`src/hdl/usb_bdt_pkg.sv`:
```
package usb_bdt_pkg;

	// ----------------------------------------------------------------
	// control bit positions
	// ----------------------------------------------------------------
	localparam int CTRL_MODULE_ENABLE_BIT = 0;
	localparam int CTRL_MODULE_POWER_BIT  = 1;
	localparam int CTRL_HOST_ROLE_BIT     = 3;
	localparam int OTG_CTRL_ENABLE_BIT    = 2;
	localparam int OTG_DMINUS_PD_BIT      = 4;
	localparam int OTG_DPLUS_PD_BIT       = 5;
	localparam int OTG_DPLUS_PU_BIT       = 7;
	localparam int CFG_PINGPONG_LSB       = 0;
	localparam int STAT_SRC_EP_LSB        = 4;

	// ----------------------------------------------------------------
	// descriptor status word layout
	// ----------------------------------------------------------------
	localparam int DESC_OWN_BIT    = 15;
	localparam int DESC_TOGGLE_BIT = 14;
	localparam int DESC_PID_LSB    = 10;
	localparam int DESC_COUNT_LSB  = 0;
	localparam int DESC_COUNT_W    = 10;

	// ----------------------------------------------------------------
	// table geometry
	// ----------------------------------------------------------------
	localparam int          DESC_INDEX_W   = 6;
	localparam int          DESC_BYTES_LOG = 2;
	localparam int          TABLE_ALIGN_W  = 9;
	localparam logic [7:0]  BASE_RESET     = 8'h00;
	localparam logic [15:0] DMA_ADDR_RESET = 16'h0000;
	localparam logic [1:0]  DESC_STATUS_OFS = 2'h0;
	localparam logic [1:0]  DESC_BUFADR_OFS = 2'h2;

	typedef enum logic [1:0] {
		PP_NONE    = 2'b00,
		PP_EP0_RX  = 2'b01,
		PP_ALL     = 2'b10,
		PP_ALL_BUT = 2'b11
	} pingpong_mode_t;

	typedef enum logic [1:0] {
		ST_IDLE   = 2'b00,
		ST_STATUS = 2'b01,
		ST_BUFADR = 2'b10,
		ST_DONE   = 2'b11
	} fetch_state_t;

endpackage : usb_bdt_pkg

```
`src/hdl/usb_bdt_if.sv`:
```
`timescale 1ns/1ps
// joins the engine end (device) and the software/partner end (other)
interface usb_bdt_if;
	logic        module_enable_bit;
	logic        module_power_bit;
	logic        host_role_enable;
	logic        otg_resistor_ctrl_enable;
	logic        dplus_pullup_ctrl;
	logic        dplus_pulldown_ctrl;
	logic        dminus_pulldown_ctrl;
	logic        vbus_session_valid;
	logic [7:0]  table_base_pointer;
	logic [1:0]  pingpong_mode;
	logic        xfer_req;
	logic [3:0]  xfer_ep;
	logic        xfer_tx;
	logic        xfer_odd;
	logic [3:0]  token_dest_ep;
	logic [3:0]  rx_src_ep;
	logic        mem_req;
	logic        mem_we;
	logic [15:0] mem_addr;
	logic [15:0] mem_wdata;
	logic [15:0] mem_rdata;
	logic        xfer_done;
	logic [15:0] done_status;
	logic [3:0]  done_src_ep;
	logic [3:0]  done_dest_ep;
	logic [15:0] done_buf_addr;
	logic        done_owned_by_sw;

	modport device (
		input  module_enable_bit, module_power_bit, host_role_enable,
		input  otg_resistor_ctrl_enable, dplus_pullup_ctrl, dplus_pulldown_ctrl,
		input  dminus_pulldown_ctrl, vbus_session_valid, table_base_pointer,
		input  pingpong_mode, xfer_req, xfer_ep, xfer_tx, xfer_odd,
		input  token_dest_ep, rx_src_ep, mem_rdata,
		output mem_req, mem_we, mem_addr, mem_wdata, xfer_done, done_status,
		output done_src_ep, done_dest_ep, done_buf_addr, done_owned_by_sw
	);

	modport other (
		output module_enable_bit, module_power_bit, host_role_enable,
		output otg_resistor_ctrl_enable, dplus_pullup_ctrl, dplus_pulldown_ctrl,
		output dminus_pulldown_ctrl, vbus_session_valid, table_base_pointer,
		output pingpong_mode, xfer_req, xfer_ep, xfer_tx, xfer_odd,
		output token_dest_ep, rx_src_ep, mem_rdata,
		input  mem_req, mem_we, mem_addr, mem_wdata, xfer_done, done_status,
		input  done_src_ep, done_dest_ep, done_buf_addr, done_owned_by_sw
	);
endinterface : usb_bdt_if

```
`src/hdl/bdt_index_map.sv`:
```
`timescale 1ns/1ps
// combinational descriptor index for endpoint, direction and ping-pong bank
module bdt_index_map
	import usb_bdt_pkg::*;
(
	input  wire logic       [3:0] ep,
	input  wire logic             tx,
	input  wire logic             odd,
	input  wire pingpong_mode_t   mode,
	output logic            [5:0] index
);
	// ----------------------------------------------------------------
	// mapping per buffering mode
	// ----------------------------------------------------------------
	always_comb begin
		case (mode)
			PP_NONE: index = {1'b0, ep, tx};
			PP_EP0_RX: begin
				if (ep == 4'h0 && !tx) index = {5'h00, odd};
				else index = 6'({1'b0, ep, tx} + 6'h01);
			end
			PP_ALL: index = {ep, tx, odd};
			default: begin
				if (ep == 4'h0) index = {5'h00, tx};
				else index = 6'({ep, tx, odd} - 6'h02);
			end
		endcase
	end
endmodule : bdt_index_map

```
`src/hdl/usb_bdt_engine.sv`:
```
`timescale 1ns/1ps
// ----------------------------------------------------------------
// descriptor fetch engine and bus resistor control
// ----------------------------------------------------------------
// a transfer walks idle, status read, buffer word read, write-back and done.
// a request is taken only while idle; one that arrives while busy is dropped,
// so the requester must wait for done or skipped before asking again.
// the status word is read first so that a descriptor still held by software
// costs one read and is never written back.
// memory answers on the edge after each request; there are no wait states,
// so a slower memory would need a stall input that this block lacks.
module usb_bdt_engine
	import usb_bdt_pkg::*;
(
	input  wire logic        clk,
	input  wire logic        arst_n,
	usb_bdt_if.device        bus,
	input  wire logic [9:0]  xfer_actual_count,
	input  wire logic [3:0]  xfer_pid,
	output logic             dplus_pullup_on,
	output logic             dplus_pulldown_on,
	output logic             dminus_pulldown_on,
	output logic             xfer_busy,
	output logic             xfer_skipped
);
	// ----------------------------------------------------------------
	// state
	// ----------------------------------------------------------------
	typedef struct packed {
		logic         pu;
		logic         dp_pd;
		logic         dm_pd;
		fetch_state_t st;
		logic [7:0]   base;
		logic [5:0]   idx;
		logic [15:0]  status;
		logic [15:0]  buf_addr;
		logic [3:0]   src_ep;
		logic [3:0]  dest_ep;
		logic         mem_req;
		logic         mem_we;
		logic [15:0]  mem_addr;
		logic [15:0]  mem_wdata;
		logic         done;
		logic         skipped;
		logic         busy;
	} eng_t;

	// whole engine state in one register, next value built below
	eng_t       s_q;
	eng_t       s_d;
	logic [3:0] sel_ep;
	logic [5:0] sel_idx;

	// host role always resolves to endpoint zero descriptors
	assign sel_ep = bus.host_role_enable ? 4'h0 : bus.xfer_ep;

	bdt_index_map u_map (
		.ep    (sel_ep),
		.tx    (bus.xfer_tx),
		.odd   (bus.xfer_odd),
		.mode  (pingpong_mode_t'(bus.pingpong_mode)),
		.index (sel_idx)
	);

	// byte address of one word of a descriptor inside the aligned table;
	// bit 0 of the base is dropped so the table always sits on 512 bytes
	function automatic logic [15:0] desc_addr(
		input logic [7:0] base,
		input logic [5:0] idx,
		input logic [1:0] ofs
	);
		desc_addr = {base[7:1], 9'h000} | {7'h00, 1'b0, idx, ofs};
	endfunction : desc_addr

	// ----------------------------------------------------------------
	// next state
	// ----------------------------------------------------------------
	always_comb begin
		s_d         = s_q;
		s_d.done    = 1'b0;
		s_d.skipped = 1'b0;
		s_d.mem_req = 1'b0;
		s_d.mem_we  = 1'b0;

		// ------------------------------------------------------------
		// bus resistors: otg register overrides direct control bits
		// ------------------------------------------------------------
		if (bus.otg_resistor_ctrl_enable) begin
			s_d.pu    = bus.dplus_pullup_ctrl;
			s_d.dp_pd = bus.dplus_pulldown_ctrl;
			s_d.dm_pd = bus.dminus_pulldown_ctrl;
		end else begin
			s_d.pu    = bus.module_enable_bit & bus.module_power_bit;
			s_d.dp_pd = bus.host_role_enable;
			s_d.dm_pd = bus.host_role_enable;
		end
		// back-drive protection wins over firmware in every mode
		if (!bus.vbus_session_valid) s_d.pu = 1'b0;

		// ------------------------------------------------------------
		// descriptor fetch
		// ------------------------------------------------------------
		case (s_q.st)
			ST_IDLE: begin
				// latch the request; these fields stand until the next take
				if (bus.xfer_req) begin
					s_d.base     = bus.table_base_pointer;
					s_d.idx      = sel_idx;
					s_d.src_ep   = bus.rx_src_ep;
					s_d.dest_ep  = bus.token_dest_ep;
					s_d.mem_req  = 1'b1;
					s_d.mem_addr = desc_addr(bus.table_base_pointer, sel_idx, DESC_STATUS_OFS);
					s_d.st       = ST_STATUS;
				end
			end
			ST_STATUS: begin
				s_d.status = bus.mem_rdata;
				if (!bus.mem_rdata[DESC_OWN_BIT]) begin
					// software still holds it: leave descriptor untouched
					s_d.skipped = 1'b1;
					s_d.st      = ST_IDLE;
				end else begin
					s_d.mem_req  = 1'b1;
					s_d.mem_addr = desc_addr(s_q.base, s_q.idx, DESC_BUFADR_OFS);
					s_d.st       = ST_BUFADR;
				end
			end
			ST_BUFADR: begin
				s_d.buf_addr  = bus.mem_rdata;
				// write back pid and real count, hand ownership back
				s_d.mem_req   = 1'b1;
				s_d.mem_we    = 1'b1;
				s_d.mem_addr  = desc_addr(s_q.base, s_q.idx, DESC_STATUS_OFS);
				s_d.mem_wdata = {1'b0, s_q.status[DESC_TOGGLE_BIT], xfer_pid,
				                 xfer_actual_count};
				s_d.status    = s_d.mem_wdata;
				s_d.st        = ST_DONE;
			end
			default: begin
				s_d.done = 1'b1;
				s_d.st   = ST_IDLE;
			end
		endcase
		// busy looks ahead so that it drops in the cycle done rises
		s_d.busy = (s_d.st != ST_IDLE);
	end

	// ----------------------------------------------------------------
	// registers
	// ----------------------------------------------------------------
	always_ff @(posedge clk or negedge arst_n) begin
		if (!arst_n) begin
			// everything idle, resistors released, table at address zero
			s_q <= '{pu: 1'b0, dp_pd: 1'b0, dm_pd: 1'b0,
			         st: ST_IDLE, base: BASE_RESET, idx: 6'h00,
			         status: 16'h0000, buf_addr: DMA_ADDR_RESET,
			         src_ep: 4'h0, dest_ep: 4'h0,
			         mem_req: 1'b0, mem_we: 1'b0,
			         mem_addr: DMA_ADDR_RESET, mem_wdata: 16'h0000,
			         done: 1'b0, skipped: 1'b0, busy: 1'b0};
		end else begin
			s_q <= s_d;
		end
	end

	// ----------------------------------------------------------------
	// outputs, all from flops
	// ----------------------------------------------------------------
	// bus resistor pins
	assign dplus_pullup_on       = s_q.pu;
	assign dplus_pulldown_on     = s_q.dp_pd;
	assign dminus_pulldown_on    = s_q.dm_pd;

	// fetch progress, skipped is a one-cycle pulse
	assign xfer_busy             = s_q.busy;
	assign xfer_skipped          = s_q.skipped;

	// memory port, one word per request and no wait states
	assign bus.mem_req           = s_q.mem_req;
	assign bus.mem_we            = s_q.mem_we;
	assign bus.mem_addr          = s_q.mem_addr;
	assign bus.mem_wdata         = s_q.mem_wdata;

	// completion report; the done fields stand until the next take
	assign bus.xfer_done         = s_q.done;
	assign bus.done_status       = s_q.status;
	assign bus.done_src_ep       = s_q.src_ep;
	assign bus.done_dest_ep      = s_q.dest_ep;
	assign bus.done_buf_addr     = s_q.buf_addr;
	assign bus.done_owned_by_sw  = ~s_q.status[DESC_OWN_BIT];
endmodule : usb_bdt_engine

```
`src/flat_wrapper.sv`:
```
// flat-port wrapper written by rule: the top's interface ports become plain ports
module usb_bdt_engine_flat import usb_bdt_pkg::*;
  (clk, arst_n, xfer_actual_count, xfer_pid, dplus_pullup_on, dplus_pulldown_on, dminus_pulldown_on, xfer_busy, xfer_skipped, bus_module_enable_bit, bus_module_power_bit, bus_host_role_enable, bus_otg_resistor_ctrl_enable, bus_dplus_pullup_ctrl, bus_dplus_pulldown_ctrl, bus_dminus_pulldown_ctrl, bus_vbus_session_valid, bus_table_base_pointer, bus_pingpong_mode, bus_xfer_req, bus_xfer_ep, bus_xfer_tx, bus_xfer_odd, bus_token_dest_ep, bus_rx_src_ep, bus_mem_rdata, bus_mem_req, bus_mem_we, bus_mem_addr, bus_mem_wdata, bus_xfer_done, bus_done_status, bus_done_src_ep, bus_done_dest_ep, bus_done_buf_addr, bus_done_owned_by_sw);
  usb_bdt_if bus_i ();
  input  wire logic clk;
  input  wire logic arst_n;
  input  wire logic [9:0] xfer_actual_count;
  input  wire logic [3:0] xfer_pid;
  output logic dplus_pullup_on;
  output logic dplus_pulldown_on;
  output logic dminus_pulldown_on;
  output logic xfer_busy;
  output logic xfer_skipped;
  input wire logic [$bits(bus_i.module_enable_bit)-1:0] bus_module_enable_bit;
  input wire logic [$bits(bus_i.module_power_bit)-1:0] bus_module_power_bit;
  input wire logic [$bits(bus_i.host_role_enable)-1:0] bus_host_role_enable;
  input wire logic [$bits(bus_i.otg_resistor_ctrl_enable)-1:0] bus_otg_resistor_ctrl_enable;
  input wire logic [$bits(bus_i.dplus_pullup_ctrl)-1:0] bus_dplus_pullup_ctrl;
  input wire logic [$bits(bus_i.dplus_pulldown_ctrl)-1:0] bus_dplus_pulldown_ctrl;
  input wire logic [$bits(bus_i.dminus_pulldown_ctrl)-1:0] bus_dminus_pulldown_ctrl;
  input wire logic [$bits(bus_i.vbus_session_valid)-1:0] bus_vbus_session_valid;
  input wire logic [$bits(bus_i.table_base_pointer)-1:0] bus_table_base_pointer;
  input wire logic [$bits(bus_i.pingpong_mode)-1:0] bus_pingpong_mode;
  input wire logic [$bits(bus_i.xfer_req)-1:0] bus_xfer_req;
  input wire logic [$bits(bus_i.xfer_ep)-1:0] bus_xfer_ep;
  input wire logic [$bits(bus_i.xfer_tx)-1:0] bus_xfer_tx;
  input wire logic [$bits(bus_i.xfer_odd)-1:0] bus_xfer_odd;
  input wire logic [$bits(bus_i.token_dest_ep)-1:0] bus_token_dest_ep;
  input wire logic [$bits(bus_i.rx_src_ep)-1:0] bus_rx_src_ep;
  input wire logic [$bits(bus_i.mem_rdata)-1:0] bus_mem_rdata;
  output wire logic [$bits(bus_i.mem_req)-1:0] bus_mem_req;
  output wire logic [$bits(bus_i.mem_we)-1:0] bus_mem_we;
  output wire logic [$bits(bus_i.mem_addr)-1:0] bus_mem_addr;
  output wire logic [$bits(bus_i.mem_wdata)-1:0] bus_mem_wdata;
  output wire logic [$bits(bus_i.xfer_done)-1:0] bus_xfer_done;
  output wire logic [$bits(bus_i.done_status)-1:0] bus_done_status;
  output wire logic [$bits(bus_i.done_src_ep)-1:0] bus_done_src_ep;
  output wire logic [$bits(bus_i.done_dest_ep)-1:0] bus_done_dest_ep;
  output wire logic [$bits(bus_i.done_buf_addr)-1:0] bus_done_buf_addr;
  output wire logic [$bits(bus_i.done_owned_by_sw)-1:0] bus_done_owned_by_sw;
  assign bus_i.module_enable_bit = bus_module_enable_bit;
  assign bus_i.module_power_bit = bus_module_power_bit;
  assign bus_i.host_role_enable = bus_host_role_enable;
  assign bus_i.otg_resistor_ctrl_enable = bus_otg_resistor_ctrl_enable;
  assign bus_i.dplus_pullup_ctrl = bus_dplus_pullup_ctrl;
  assign bus_i.dplus_pulldown_ctrl = bus_dplus_pulldown_ctrl;
  assign bus_i.dminus_pulldown_ctrl = bus_dminus_pulldown_ctrl;
  assign bus_i.vbus_session_valid = bus_vbus_session_valid;
  assign bus_i.table_base_pointer = bus_table_base_pointer;
  assign bus_i.pingpong_mode = bus_pingpong_mode;
  assign bus_i.xfer_req = bus_xfer_req;
  assign bus_i.xfer_ep = bus_xfer_ep;
  assign bus_i.xfer_tx = bus_xfer_tx;
  assign bus_i.xfer_odd = bus_xfer_odd;
  assign bus_i.token_dest_ep = bus_token_dest_ep;
  assign bus_i.rx_src_ep = bus_rx_src_ep;
  assign bus_i.mem_rdata = bus_mem_rdata;
  assign bus_mem_req = bus_i.mem_req;
  assign bus_mem_we = bus_i.mem_we;
  assign bus_mem_addr = bus_i.mem_addr;
  assign bus_mem_wdata = bus_i.mem_wdata;
  assign bus_xfer_done = bus_i.xfer_done;
  assign bus_done_status = bus_i.done_status;
  assign bus_done_src_ep = bus_i.done_src_ep;
  assign bus_done_dest_ep = bus_i.done_dest_ep;
  assign bus_done_buf_addr = bus_i.done_buf_addr;
  assign bus_done_owned_by_sw = bus_i.done_owned_by_sw;
  usb_bdt_engine u_core (.clk(clk), .arst_n(arst_n), .bus(bus_i), .xfer_actual_count(xfer_actual_count), .xfer_pid(xfer_pid), .dplus_pullup_on(dplus_pullup_on), .dplus_pulldown_on(dplus_pulldown_on), .dminus_pulldown_on(dminus_pulldown_on), .xfer_busy(xfer_busy), .xfer_skipped(xfer_skipped));
endmodule
```
`config.mk`:
```
export PLATFORM = sky130hd
export DESIGN_NAME = usb_bdt_engine_flat
export DESIGN_NICKNAME = d
export VERILOG_FILES = /design/src/hdl/usb_bdt_pkg.sv /design/src/hdl/usb_bdt_if.sv /design/src/hdl/bdt_index_map.sv /design/src/hdl/usb_bdt_engine.sv /design/src/flat_wrapper.sv
export SDC_FILE = /design/constraint.sdc
export NUM_CORES = 1
export LEC_CHECK = 0
export BUFFER_PORTS_ARGS = -buffer_cell sky130_fd_sc_hd__buf_2
export CAP_MARGIN = 25
export CORE_UTILIZATION = 42
export CTS_BUF_LIST = sky130_fd_sc_hd__clkbuf_2
export CTS_CLUSTER_DIAMETER = 80
export DETAILED_ROUTE_END_ITERATION = 10
export PLACE_DENSITY = 0.68
export SLEW_MARGIN = 0
export SYNTH_ARGS = -nofsm -noshare
export SYNTH_HDL_FRONTEND = slang
export SYNTH_SLANG_ARGS = --single-unit
```
`constraint.sdc`:
```
create_clock -name clk -period 2.25 [get_ports clk]
set_input_delay 0 -clock clk [delete_from_list [all_inputs] [get_ports clk]]
set_output_delay 0 -clock clk [all_outputs]
set_load 0.1 [all_outputs]
```
## Word level (Yosys, flattened, before mapping)

Index checks and enable logic that the tools add are counted.

| storage, ports and cells | value |
|---|---|
| register bits after elaboration | 95 |
| input port bits | 65 |
| output and inout port bits | 81 |
| word-level logic and storage cells | 64 |

| cells by class | value |
|---|---|
| add/sub/neg operators | 2 |
| eq/ne operators | 6 |
| mux-type cells | 20 |
| bitwise gates (word level) | 6 |
| reductions and logical operators | 12 |

Operators with widths:

| operator | number |
|---|---|
| 2-to-1 mux 16 bit | 3 |
| bitwise OR 16 x 8 -> 16 bit | 3 |
| case mux 16 bit (3 select lines) | 1 |
| case mux 16 bit (2 select lines) | 1 |
| case mux 6 bit (3 select lines) | 1 |
| 2-to-1 mux 6 bit | 2 |
| 2-to-1 mux 1 bit | 7 |
| adder 5 x 1 -> 6 bit, second input constant | 1 |
| case mux 2 bit (3 select lines) | 1 |
| subtractor 6 x 2 -> 6 bit, second input constant | 1 |
| == test 2 x 1 -> 1 bit, second input constant | 2 |
| == test 2 bit, second input constant | 2 |
| zero test 2 bit | 2 |
| zero test 4 bit | 1 |
| 2-to-1 mux 4 bit | 1 |
| != test 2 bit, second input constant | 2 |
| AND reduction 2 bit | 2 |
| nonzero test 2 bit | 2 |
| 2-to-1 mux 3 bit | 1 |
| case mux 1 bit (3 select lines) | 1 |
| AND reduction 3 bit | 1 |
| nonzero test 3 bit | 1 |
| OR reduction 3 bit | 1 |
| 2-to-1 mux 2 bit | 1 |
| 4 further kinds | 5 |

## Longest topological paths before layout

Gate-level depths: netlist of the first run.

| logic depth | value |
|---|---|
| depth after elaboration | 8 |
| mapped depth | 8 |
| mapped depth without buffers | 7 |

## By module

From an unflattened synthesis of the first run, not the netlist that was laid out.

| unflattened totals | value |
|---|---|
| cell total of the unflattened synthesis | 386 |
| area total of the unflattened synthesis | 4,680.7 um2 |

By module, submodules not included:

| module | instances | cells each | area an instance (um2) | seq. area each (um2) |
|---|---|---|---|---|
| usb_bdt_engine | 1 | 338 | 4,345.4 | 2,302.2 |
| bdt_index_map | 1 | 48 | 335.3 | 0.0 |

## Worst setup path before layout of the first run

No wires, ideal clock.

| path | value |
|---|---|
| path kind | flip-flop to flip-flop |
| start point | register u_core.s_q[91] (netlist bit) |
| end point | register u_core.s_q, in the netlist u_core.bus.mem_addr[5] |
| setup time | 0.141 ns |
| arrival | 1.651 ns |
| required time | 2.109 ns |
| path slack | 0.458 ns |
| stages on the path, launching flop included | 7 |
| buffers on the path | 1 |
| period minus slack after synthesis | 1.792 ns |
| cell sequence | dfrtp_1 inv_1 ha_1 nor2b_1 nor3_2 clkbuf_1 o221ai_1 |

| on the way | value |
|---|---|
| word-level cells in the longest chain between the ends | 3 |
| elaborated cells between the ends (all ways) | 8 |
| classes of those cells | eq/ne: 4; mux: 1; reduce/logical: 3 |

RTL lines:

| item | line | RTL |
|---|---|---|
| from (decl) | usb_bdt_engine.sv:50 | `eng_t s_q;` |
| from (signal assigned) | usb_bdt_engine.sv:155 | `s_q <= '{pu: 1'b0, dp_pd: 1'b0, dm_pd: 1'b0,` |
| == test 2 x 1 -> 1 bit (tied with other cells) | usb_bdt_engine.sv:104 | `case (s_q.st)` |
| != test 2 bit (no source line) or nonzero test 3 bit (tied branches) | -- |  |
| AND reduction 3 bit (no source line) | -- |  |

Parallel ways exist; a longest one is shown, timed or not.
A chain may end at the register's enable or synchronous reset.

## Worst setup path after layout of the first run

| path | value |
|---|---|
| start point | register u_core.s_q[92] (netlist bit) |
| end point | register u_core.s_q, in the netlist u_core.bus.mem_addr[5] |

The elaborated chain is that of the path after synthesis.

==> impl_metrics.py, run 1 <==
metrics = {
    "clocking": {
        "cts_sinks": 92,
        "post_cts_resized": 0,
        "clkTransAtPathRegs_ns": 0.25,
        "htreeDepth": 3,
        "cts_buffers": 9,
        "postCtsHoldBufs": 62,
        "cts_tree": "built",
        "postCtsSetupRepairBufs": 0,
        "cts_buffer_depth": 2,
        "clk_latency_ns": 0.53,
        "clock-root-buffer": "clkbuf_2",
    },
    "layout": {
        "drive_gt1_frac": 0.3935,
        "fin_nets": 621,
        "area_growth_pct": 22.94,
        "antennaDiodeCount": 0,
        "instances_no_fill": 690,
    },
    "worst_setup_path": {
        "cp-start-kind": "flip-flop",
        "worst-path-max-fanout": 27,
        "arrival_ns": 2.33,
        "setup.worst_path.start": "u_core.s_q[92]$_DFF_PN0_",
        "cp_cell_sequence": "inv_1 -> ha_1 -> nor2b_1 -> nor3_2 -> buf_4 -> nand2_1 -> o221ai_1",
        "critical-path-slowest-cell": "dfrtp_1",
        "r2r_setup_slack_ns": 0.39,
        "critPathCaptureType": "flip-flop",
        "cp.depth": 7,
        "crit_family": "simple AND/OR/NAND/NOR gates",
        "rr_endpoint": "u_core.bus.mem_addr[5]$_DFFE_PN0P_",
        "path_class": "flip-flop to flip-flop",
        "r2r_cells": 7,
        "critPathBufInv": 2,
        "cpPeakStageDelay_ns": 0.47,
        "cp.required_ns": 2.72,
        "r2r-start": "u_core.s_q[92]$_DFF_PN0_",
    },
    "die": {
        "die_area_sq_um": 11430,
        "die_h_um": 106.9,
        "rows": 37,
        "initial_core_util": 0.4397,
        "fp.coreArea_sq_um": 10510,
        "num_io_pins": 146,
        "die_w_um": 106.9,
    },
    "synthesis": {
        "ys_top_cells_by_area": "dfrtp_1, buf_4, mux2_2, mux2i_1, a21oi_1",
        "synth_top_area_cell": "dfrtp_1",
        "synthXorXnorAreaFrac": 0.003791,
        "synth_mux_area_frac": 0.1538,
        "synth_top_family_by_area": "multiplexers",
        "ys_seq_area_frac": 0.4982,
        "synth_top_area_frac": 0.4982,
        "synthAdderAreaFrac": 0.01895,
        "yosys.area_share.simple": 0.08448,
        "yosys_warnings": 0,
        "syn_inst": 417,
        "synth-compound-area-share": 0.09450,
        "yosysMostFrequentCell": "dfrtp_1",
        "synthesis.area_sq_um": 4621,
        "synth-main-ff-cell": "dfrtp_1",
        "avgSynthCellArea_sq_um": 11.08,
        "synth_seq_cells": 92,
        "async_flop_share": 1.000,
        "synth_commonest_cells": "dfrtp_1, buf_4, mux2_2, nor2_1, a21oi_1",
        "synth-edff-count": 0,
        "synth.distinct_cells": 49,
    },
    "sta": {
        "setup_viol": 0,
        "fin_skew_ns": 0.01885,
        "drv_slew": 0,
        "grt_setup_unrepaired": "no",
        "hold_violations": 0,
        "period_needed_ns": 1.862,
        "fin_setup_tns_ns": 0,
        "whs_ns": 0.08926,
        "period_share": 0.8275,
        "max_freq_mhz": 537.1,
    },
    "route": {
        "dr.pass1.iters": 4,
        "drt_iter0_markers": 143,
        "ant_nets": 0,
        "vias": 3362,
        "totalWireLength_mm": 9.810,
        "routedWlPerCell_um": 14.22,
        "drc": 0,
        "via_per_inst": 4.872,
    },
    "global_route": {
        "grt_usage": 0.1766,
        "first_global_vias": 3377,
        "grt_max_degree": 51,
        "gr-total-overflow": 0,
        "grt_pass1_wl_mm": 15.91,
        "antenna_found_initial": 0,
    },
    "placed_design": {
        "hpwl_mm": 6.445,
        "placed_cells": 612,
        "port_buffers": 141,
        "gp_congestion": 0.8170,
    },
    "job": {
        "cap_violations": 0,
    },
    "min_path": {
        "worst_hold_path.num_cells": 4,
        "holdCritStartpoint": "bus_xfer_ep[0]",
        "holdPathEnd": "u_core.s_q[79]$_DFFE_PN0P_",
        "min_path_type": "input port to flip-flop",
    },
    "run_status": {
        "status": "finished clean",
    },
}
## routing by layer
| metal | vias up | GRT usage | routed length [um] |
|---|---|---|---|
| met5 | - | 0 | 0 |
| met4 | 0 | 0.06654 | 153 |
| met3 | 13 | 0.03526 | 494 |
| met2 | 104 | 0.3106 | 5025 |
| met1 | 1626 | 0.2126 | 4136 |
| li1 | 1619 | - | - |
## flip-flops by register name, summed over array words and instances, names as in the netlist
| register | cells |
|---|---|
| u_core.bus.done_status | 16 |
| u_core.bus.done_buf_addr | 16 |
| u_core.bus.mem_addr | 14 |
| u_core.bus.mem_we | 1 |
| u_core.s_q | 15 |
| u_core.bus.xfer_done | 1 |
| u_core.xfer_busy | 1 |
| u_core.dplus_pulldown_on | 1 |
| u_core.bus.mem_wdata | 15 |
| u_core.dminus_pulldown_on | 1 |
| u_core.bus.done_src_ep | 4 |
| u_core.xfer_skipped | 1 |
| u_core.bus.done_dest_ep | 4 |
| u_core.bus.mem_req | 1 |
| u_core.dplus_pullup_on | 1 |
## how the worst max path moves through the flow
stage / end
global placement: u_core.bus.done_buf_addr[2]$_DFFE_PN0P_
global route: u_core.bus.mem_addr[4]$_DFFE_PN0P_
floorplan: u_core.bus.mem_addr[5]$_DFFE_PN0P_
detailed placement: u_core.bus.mem_addr[5]$_DFFE_PN0P_
finish: u_core.bus.mem_addr[5]$_DFFE_PN0P_
CTS: u_core.bus.mem_addr[5]$_DFFE_PN0P_
## logic make-up (layout without fill, tap and decap cells)
kind of cell               count (synthesis)  count (layout)
buffers and inverters                    102             237
DFF                                       92              92
and+or+nand+nor                           80              80
AOI/OAI and AO/OA                         68              68
muxes                                     65              65
adders and majority gates                  7               7
xor gates and xnor gates                   2               2
other                                      1               3
## worst reg2reg max path: cells and delay by family (launching register included)
family	cells	cell delay, ns
DFF	1	0.47
AOI/OAI and AO/OA	1	0.18
buffers and inverters	2	0.44
adders and majority gates	1	0.21
and+or+nand+nor	3	0.52
## area by class of cell
class	count	area, sq um
Multi-Input combinational cell	225	1657
Clock inverter	7	48.80
Timing Repair Buffer	210	1416
Fill cell	902	4828
Tap cell	136	170.2
Inverter	11	41.29
Sequential cell	92	2302
Clock buffer	9	45.04
## stage by stage
stage | util | setup slack, ns | area [sq um]
2_1_floorplan | - | 0.4579 | 4628
3_3_place_gp | 0.4716 | 0.4805 | 4956
3_5_place_dp | 0.4716 | 0.4365 | 4956
4_1_cts | 0.5405 | 0.3686 | 5680
5_1_grt | 0.5405 | 0.2159 | 5680
6_report | 0.5405 | 0.3881 | 5680
## layout by cell type (no fill, tap or decap), types with 4 or more instances in the layout
master         netlist  layout
inv_1               10      10
a21oi_1             29      29
buf_4               72       6
o21ai_0              9       9
nor2_1              33      33
nor3_1               5       5
mux2i_1             17      17
dlygate4sd3_1        0      61
mux2_2              47      47
ha_1                 7       6
nor2b_1              4       4
clkbuf_2             0       9
a22oi_1              9       9
nand2_1             17      17
buf_2                9     140
nand2b_1             5       5
dfrtp_1             92      92
Power of run 1 is left out: the tool's default activity adds up to more than one toggle a clock period on the data nets, which glitch-free logic cannot reach.
==> run 2, diff against run 1 <==
==> constraint.sdc (replaced) <==
create_clock -name clk -period 1.9 [get_ports clk]
set_input_delay 0 -clock clk [delete_from_list [all_inputs] [get_ports clk]]
set_output_delay 0 -clock clk [all_outputs]
set_load 0.1 [all_outputs]
==> impl_metrics.py, run 2 (synthesis results as in run 1) <==
metrics = {
    "clocking": {
        "clkTransAtPathRegs_ns": 0.24,
        "clk_latency_ns": 0.54,
        "htreeDepth": 3,
        "cts_buffers": 9,
        "clock-root-buffer": "clkbuf_2",
        "cts_sinks": 92,
        "cts_tree": "built",
        "cts_buffer_depth": 2,
    },
    "route": {
        "drt_iter0_markers": 151,
        "vias": 3392,
        "routedWlPerCell_um": 14.18,
        "totalWireLength_mm": 9.869,
        "dr.pass1.iters": 4,
        "drc": 0,
        "ant_nets": 0,
        "via_per_inst": 4.874,
    },
    "sta": {
        "period_needed_ns": 1.805,
        "drv_slew": 0,
        "fin_skew_ns": 0.03069,
        "hold_violations": 0,
        "period_share": 0.9502,
        "grt_setup_unrepaired": "no",
        "max_freq_mhz": 553.9,
        "setup_viol": 0,
        "fin_setup_tns_ns": 0,
    },
    "worst_setup_path": {
        "r2r_setup_slack_ns": 0.09,
        "cp.required_ns": 2.35,
        "path_class": "flip-flop to flip-flop",
        "rr_endpoint": "u_core.bus.mem_addr[1]$_DFFE_PN0P_",
        "worst-path-max-fanout": 5,
        "arrival_ns": 2.25,
        "r2r_cells": 6,
        "critPathCaptureType": "flip-flop",
        "r2r-start": "u_core.s_q[91]$_DFF_PN0_",
        "cp-start-kind": "flip-flop",
    },
    "die": {
        "initial_core_util": 0.4397,
        "die_h_um": 106.9,
        "num_io_pins": 146,
        "die_w_um": 106.9,
        "die_area_sq_um": 11430,
        "fp.coreArea_sq_um": 10510,
        "rows": 37,
    },
    "placed_design": {
        "hpwl_mm": 6.545,
        "gp_congestion": 0.8294,
        "port_buffers": 141,
    },
    "global_route": {
        "grt_usage": 0.1810,
        "gr-total-overflow": 0,
        "first_global_vias": 3486,
        "grt_pass1_wl_mm": 16.20,
        "grt_max_degree": 50,
        "antenna_found_initial": 0,
    },
    "min_path": {
        "holdCritStartpoint": "bus_xfer_ep[0]",
        "holdPathEnd": "u_core.s_q[79]$_DFFE_PN0P_",
        "min_path_type": "input port to flip-flop",
        "worst_hold_path.num_cells": 4,
    },
    "layout": {
        "regArea_sq_um": 2302,
        "final_cell_mix": "buf_2, dfrtp_1, dlygate4sd3_1",
        "fin_nets": 627,
        "area_growth_pct": 24.78,
        "final_common_cell": "buf_2",
        "drive_gt1_frac": 0.4000,
        "fillers": 906,
        "antennaDiodeCount": 0,
        "multi_input_area_sq_um": 1670,
    },
    "job": {
        "cap_violations": 0,
    },
    "run_status": {
        "status": "finished clean",
    },
}
==> run 2: changes by cell type in the layout (fill, tap and decap cells not counted), moves of 2 or more <==
cell        previous run  this run
buf_4                  6        10
clkinvlp_4             0         2
inv_6                  3         1
clkinv_2               2         0
==> run 2: worst max-delay path by stage <==
stage,cells after the start,start,to,slack [ns]
2_1_floorplan,6,u_core.s_q[91]$_DFF_PN0_,u_core.bus.mem_addr[5]$_DFFE_PN0P_,0.11
3_3_place_gp,6,u_core.s_q[92]$_DFF_PN0_,u_core.bus.mem_addr[2]$_DFFE_PN0P_,-0.02
3_5_place_dp,6,u_core.s_q[92]$_DFF_PN0_,u_core.bus.mem_addr[12]$_DFFE_PN0P_,-0.11
4_1_cts,6,u_core.s_q[92]$_DFF_PN0_,u_core.bus.mem_addr[2]$_DFFE_PN0P_,0.12
5_1_grt,6,u_core.s_q[91]$_DFF_PN0_,u_core.bus.mem_addr[1]$_DFFE_PN0P_,0.008
6_report,6,u_core.s_q[91]$_DFF_PN0_,u_core.bus.mem_addr[1]$_DFFE_PN0P_,0.09
==> run 2: cell type report <==
| type | instances | share of cell area |
|---|---|---|
| Timing Repair Buffer | 216 | 0.2587 |
| Clock buffer | 10 | 0.008681 |
| Multi-Input combinational cell | 225 | 0.2897 |
| Tap cell | 136 | 0.02951 |
| Inverter | 11 | 0.007161 |
| Sequential cell | 92 | 0.3993 |
| Clock inverter | 6 | 0.006944 |
==> run 2: critical path, cell delays in order (launching register included) <==
cell     delay (ns)
dfrtp_1        0.43
buf_4          0.15
ha_1           0.22
nor2b_1        0.18
nor3_4         0.27
buf_4          0.15
mux2_2         0.31
==> run 2: what timing repair did <==
action                                  CTS  global route
pin swaps                                 0             1
endpoints found under the setup margin   13             6
hold endpoints to repair                176             0
gates resized for setup                   1             2
hold buffers                             62             0
setup buffers                             0             2
cloned                                    0             1
==> run 2: metal layers <==
metal  vias up  track usage  share of wire
li1       1641            -              -
met1      1634       0.2126           0.42
met2       102       0.3212           0.52
met3        15      0.04134          0.046
met4         0      0.06654          0.018
met5         -            0              0
==> run 2: per-stage QoR <==
step	hold slack, ns	cells	setup WS [ns]	util	instance area (sq um)
floorplan	-0.2956	419	0.1079	-	4628
global placement	-0.02979	615	-0.01738	0.4749	4991
detailed placement	-0.02479	615	-0.1089	0.4749	4991
CTS	0.04405	693	0.1233	0.5438	5714
global route	0.04968	696	0.007996	0.5486	5766
finish	0.08589	696	0.09466	0.5486	5766
Power of run 2 is left out for the same reason.
==> run 3, diff against run 2 <==
--- a/config.mk
+++ b/config.mk
@@ -7,11 +7,11 @@
 export LEC_CHECK = 0
 export BUFFER_PORTS_ARGS = -buffer_cell sky130_fd_sc_hd__buf_2
 export CAP_MARGIN = 25
-export CORE_UTILIZATION = 42
+export CORE_UTILIZATION = 53
 export CTS_BUF_LIST = sky130_fd_sc_hd__clkbuf_2
 export CTS_CLUSTER_DIAMETER = 80
 export DETAILED_ROUTE_END_ITERATION = 10
-export PLACE_DENSITY = 0.68
+export PLACE_DENSITY = 0.83
 export SLEW_MARGIN = 0
 export SYNTH_ARGS = -nofsm -noshare
 export SYNTH_HDL_FRONTEND = slang
==> impl_metrics.py, run 3 (synthesis results as in run 1) <==
metrics = {
    "run_status": {
        "status": "finished clean",
    },
    "die": {
        "rows": 33,
        "die_area_sq_um": 9095,
        "num_io_pins": 146,
        "fp.coreArea_sq_um": 8341,
        "initial_core_util": 0.5540,
        "die_w_um": 95.37,
        "die_h_um": 95.37,
    },
    "placed_design": {
        "pre_cts_slack_ns": -0.05773,
        "gp_congestion": 0.8136,
        "placed_cells": 583,
        "dpl_cell_area_sq_um": 4945,
        "port_buffers": 141,
        "hpwl_mm": 6.514,
    },
    "layout": {
        "final_cell_mix": "buf_2, dfrtp_1, dlygate4sd3_1",
        "area_growth_pct": 22.66,
        "instances_no_fill": 660,
        "final_area_sq_um": 5668,
        "antennaDiodeCount": 0,
        "drive_gt1_frac": 0.3964,
        "fin_nets": 623,
        "final_common_cell": "buf_2",
    },
    "worst_setup_path": {
        "critical-path-slowest-cell": "dfrtp_1",
        "cpPeakStageDelay_ns": 0.43,
        "critPathCaptureType": "flip-flop",
        "cp-start-kind": "flip-flop",
        "worst-path-max-fanout": 27,
        "path_class": "flip-flop to flip-flop",
        "critPathBufInv": 2,
        "crit_family": "simple AND/OR/NAND/NOR gates",
        "cp_cell_sequence": "buf_4 -> ha_1 -> nor2b_1 -> nor3_2 -> buf_12 -> nand2_1 -> o221ai_1",
        "cp.required_ns": 2.35,
        "arrival_ns": 2.21,
    },
    "global_route": {
        "busiest_layer": "met2",
        "gr-total-overflow": 0,
        "first_global_vias": 3386,
        "grt_use_met1": 0.2804,
        "met3_usage": 0.04944,
        "gr-usage-met2": 0.3917,
        "grt_max_degree": 50,
        "grt_usage": 0.2286,
        "antenna_found_initial": 0,
        "grt_pass1_wl_mm": 15.90,
    },
    "clocking": {
        "postCtsSetupRepairBufs": 0,
        "clkTransAtPathRegs_ns": 0.24,
        "cts_sinks": 92,
        "clock-root-buffer": "clkbuf_2",
        "clk_latency_ns": 0.54,
        "htreeDepth": 3,
        "cts_buffer_depth": 2,
        "cts_tree": "built",
        "cts_buffers": 9,
    },
    "route": {
        "routedWlPerCell_um": 15.02,
        "ant_nets": 0,
        "via_per_inst": 5.135,
        "drc": 0,
        "totalWireLength_mm": 9.914,
        "dr.pass1.iters": 4,
        "vias": 3389,
        "drt_iter0_markers": 133,
    },
    "sta": {
        "period_needed_ns": 1.762,
        "max_freq_mhz": 567.5,
        "drv_slew": 0,
        "grt_setup_unrepaired": "no",
        "fin_skew_ns": 0.02894,
        "max_slew_margin": 0.6001,
        "period_share": 0.9274,
        "setup_slack_ns": 0.1380,
        "tightestPinTransition_ns": 0.5999,
        "hold_violations": 0,
        "setup_viol": 0,
    },
    "job": {
        "cap_violations": 0,
    },
    "min_path": {
        "min_path_type": "input port to flip-flop",
    },
}
## run 3: path summary, 6_finish.rpt
path                                                 start                               endpoint  slack (ns)  cells after the start
worst max-delay path              u_core.s_q[91]$_DFF_PN0_     u_core.bus.mem_addr[4]$_DFFE_PN0P_        0.14                      7
worst min-delay path                           bus_xfer_tx             u_core.s_q[78]$_DFFE_PN0P_        0.07                      5
worst max register to register    u_core.s_q[91]$_DFF_PN0_     u_core.bus.mem_addr[4]$_DFFE_PN0P_        0.14                      7
worst min register to register  u_core.s_q[81]$_DFFE_PN0P_             u_core.s_q[81]$_DFFE_PN0P_        0.52                      1
max in group asynchronous                           arst_n  u_core.bus.done_status[8]$_DFFE_PN0N_        0.32                      4
min in group asynchronous                           arst_n           u_core.bus.mem_req$_DFF_PN0_        0.55                      3
## run 3: layout make-up
cell class / count / area (sq um)
Clock buffer: 9 / 45.04
Clock inverter: 6 / 50.05
Fill cell: 633 / 2673
Inverter: 11 / 41.29
Multi-Input combinational cell: 225 / 1664
Sequential cell: 92 / 2302
Tap cell: 105 / 131.4
Timing Repair Buffer: 212 / 1434
## run 3: repair_timing
item | CTS | global route
resized for setup | 1 | 1
endpoints found under the hold margin | 177 | 0
pin swaps | 0 | 0
hold buffers | 62 | 0
endpoints found under the setup margin | 11 | 8
## run 3: worst reg2reg max path, delay by kind of cell (launching register included)
family | cells | cell delay (ns)
AND/OR/NAND/NOR | 3 | 0.50
flip-flops | 1 | 0.43
buffers and inverters | 2 | 0.36
adder cells (fa/ha/maj) | 1 | 0.23
AO/OA/AOI/OAI | 1 | 0.18
## run 3: layer usage
layer	share of wire	vias to the layer above
met5	0	-
met4	0.022	0
met3	0.054	20
met2	0.51	112
met1	0.41	1631
li1	-	1626
## run 3: metrics by stage
step | TNS [ns] | hold slack (ns) | util
finish | 0 | 0.06562 | 0.6796
detailed placement | -0.2508 | 0.07565 | 0.5929
CTS | 0 | 0.006931 | 0.6790
global route | 0 | 0.07667 | 0.6796
floorplan | 0 | -0.2956 | -
global placement | 0 | 0.06816 | 0.5929
Power of run 3 is left out for the same reason.
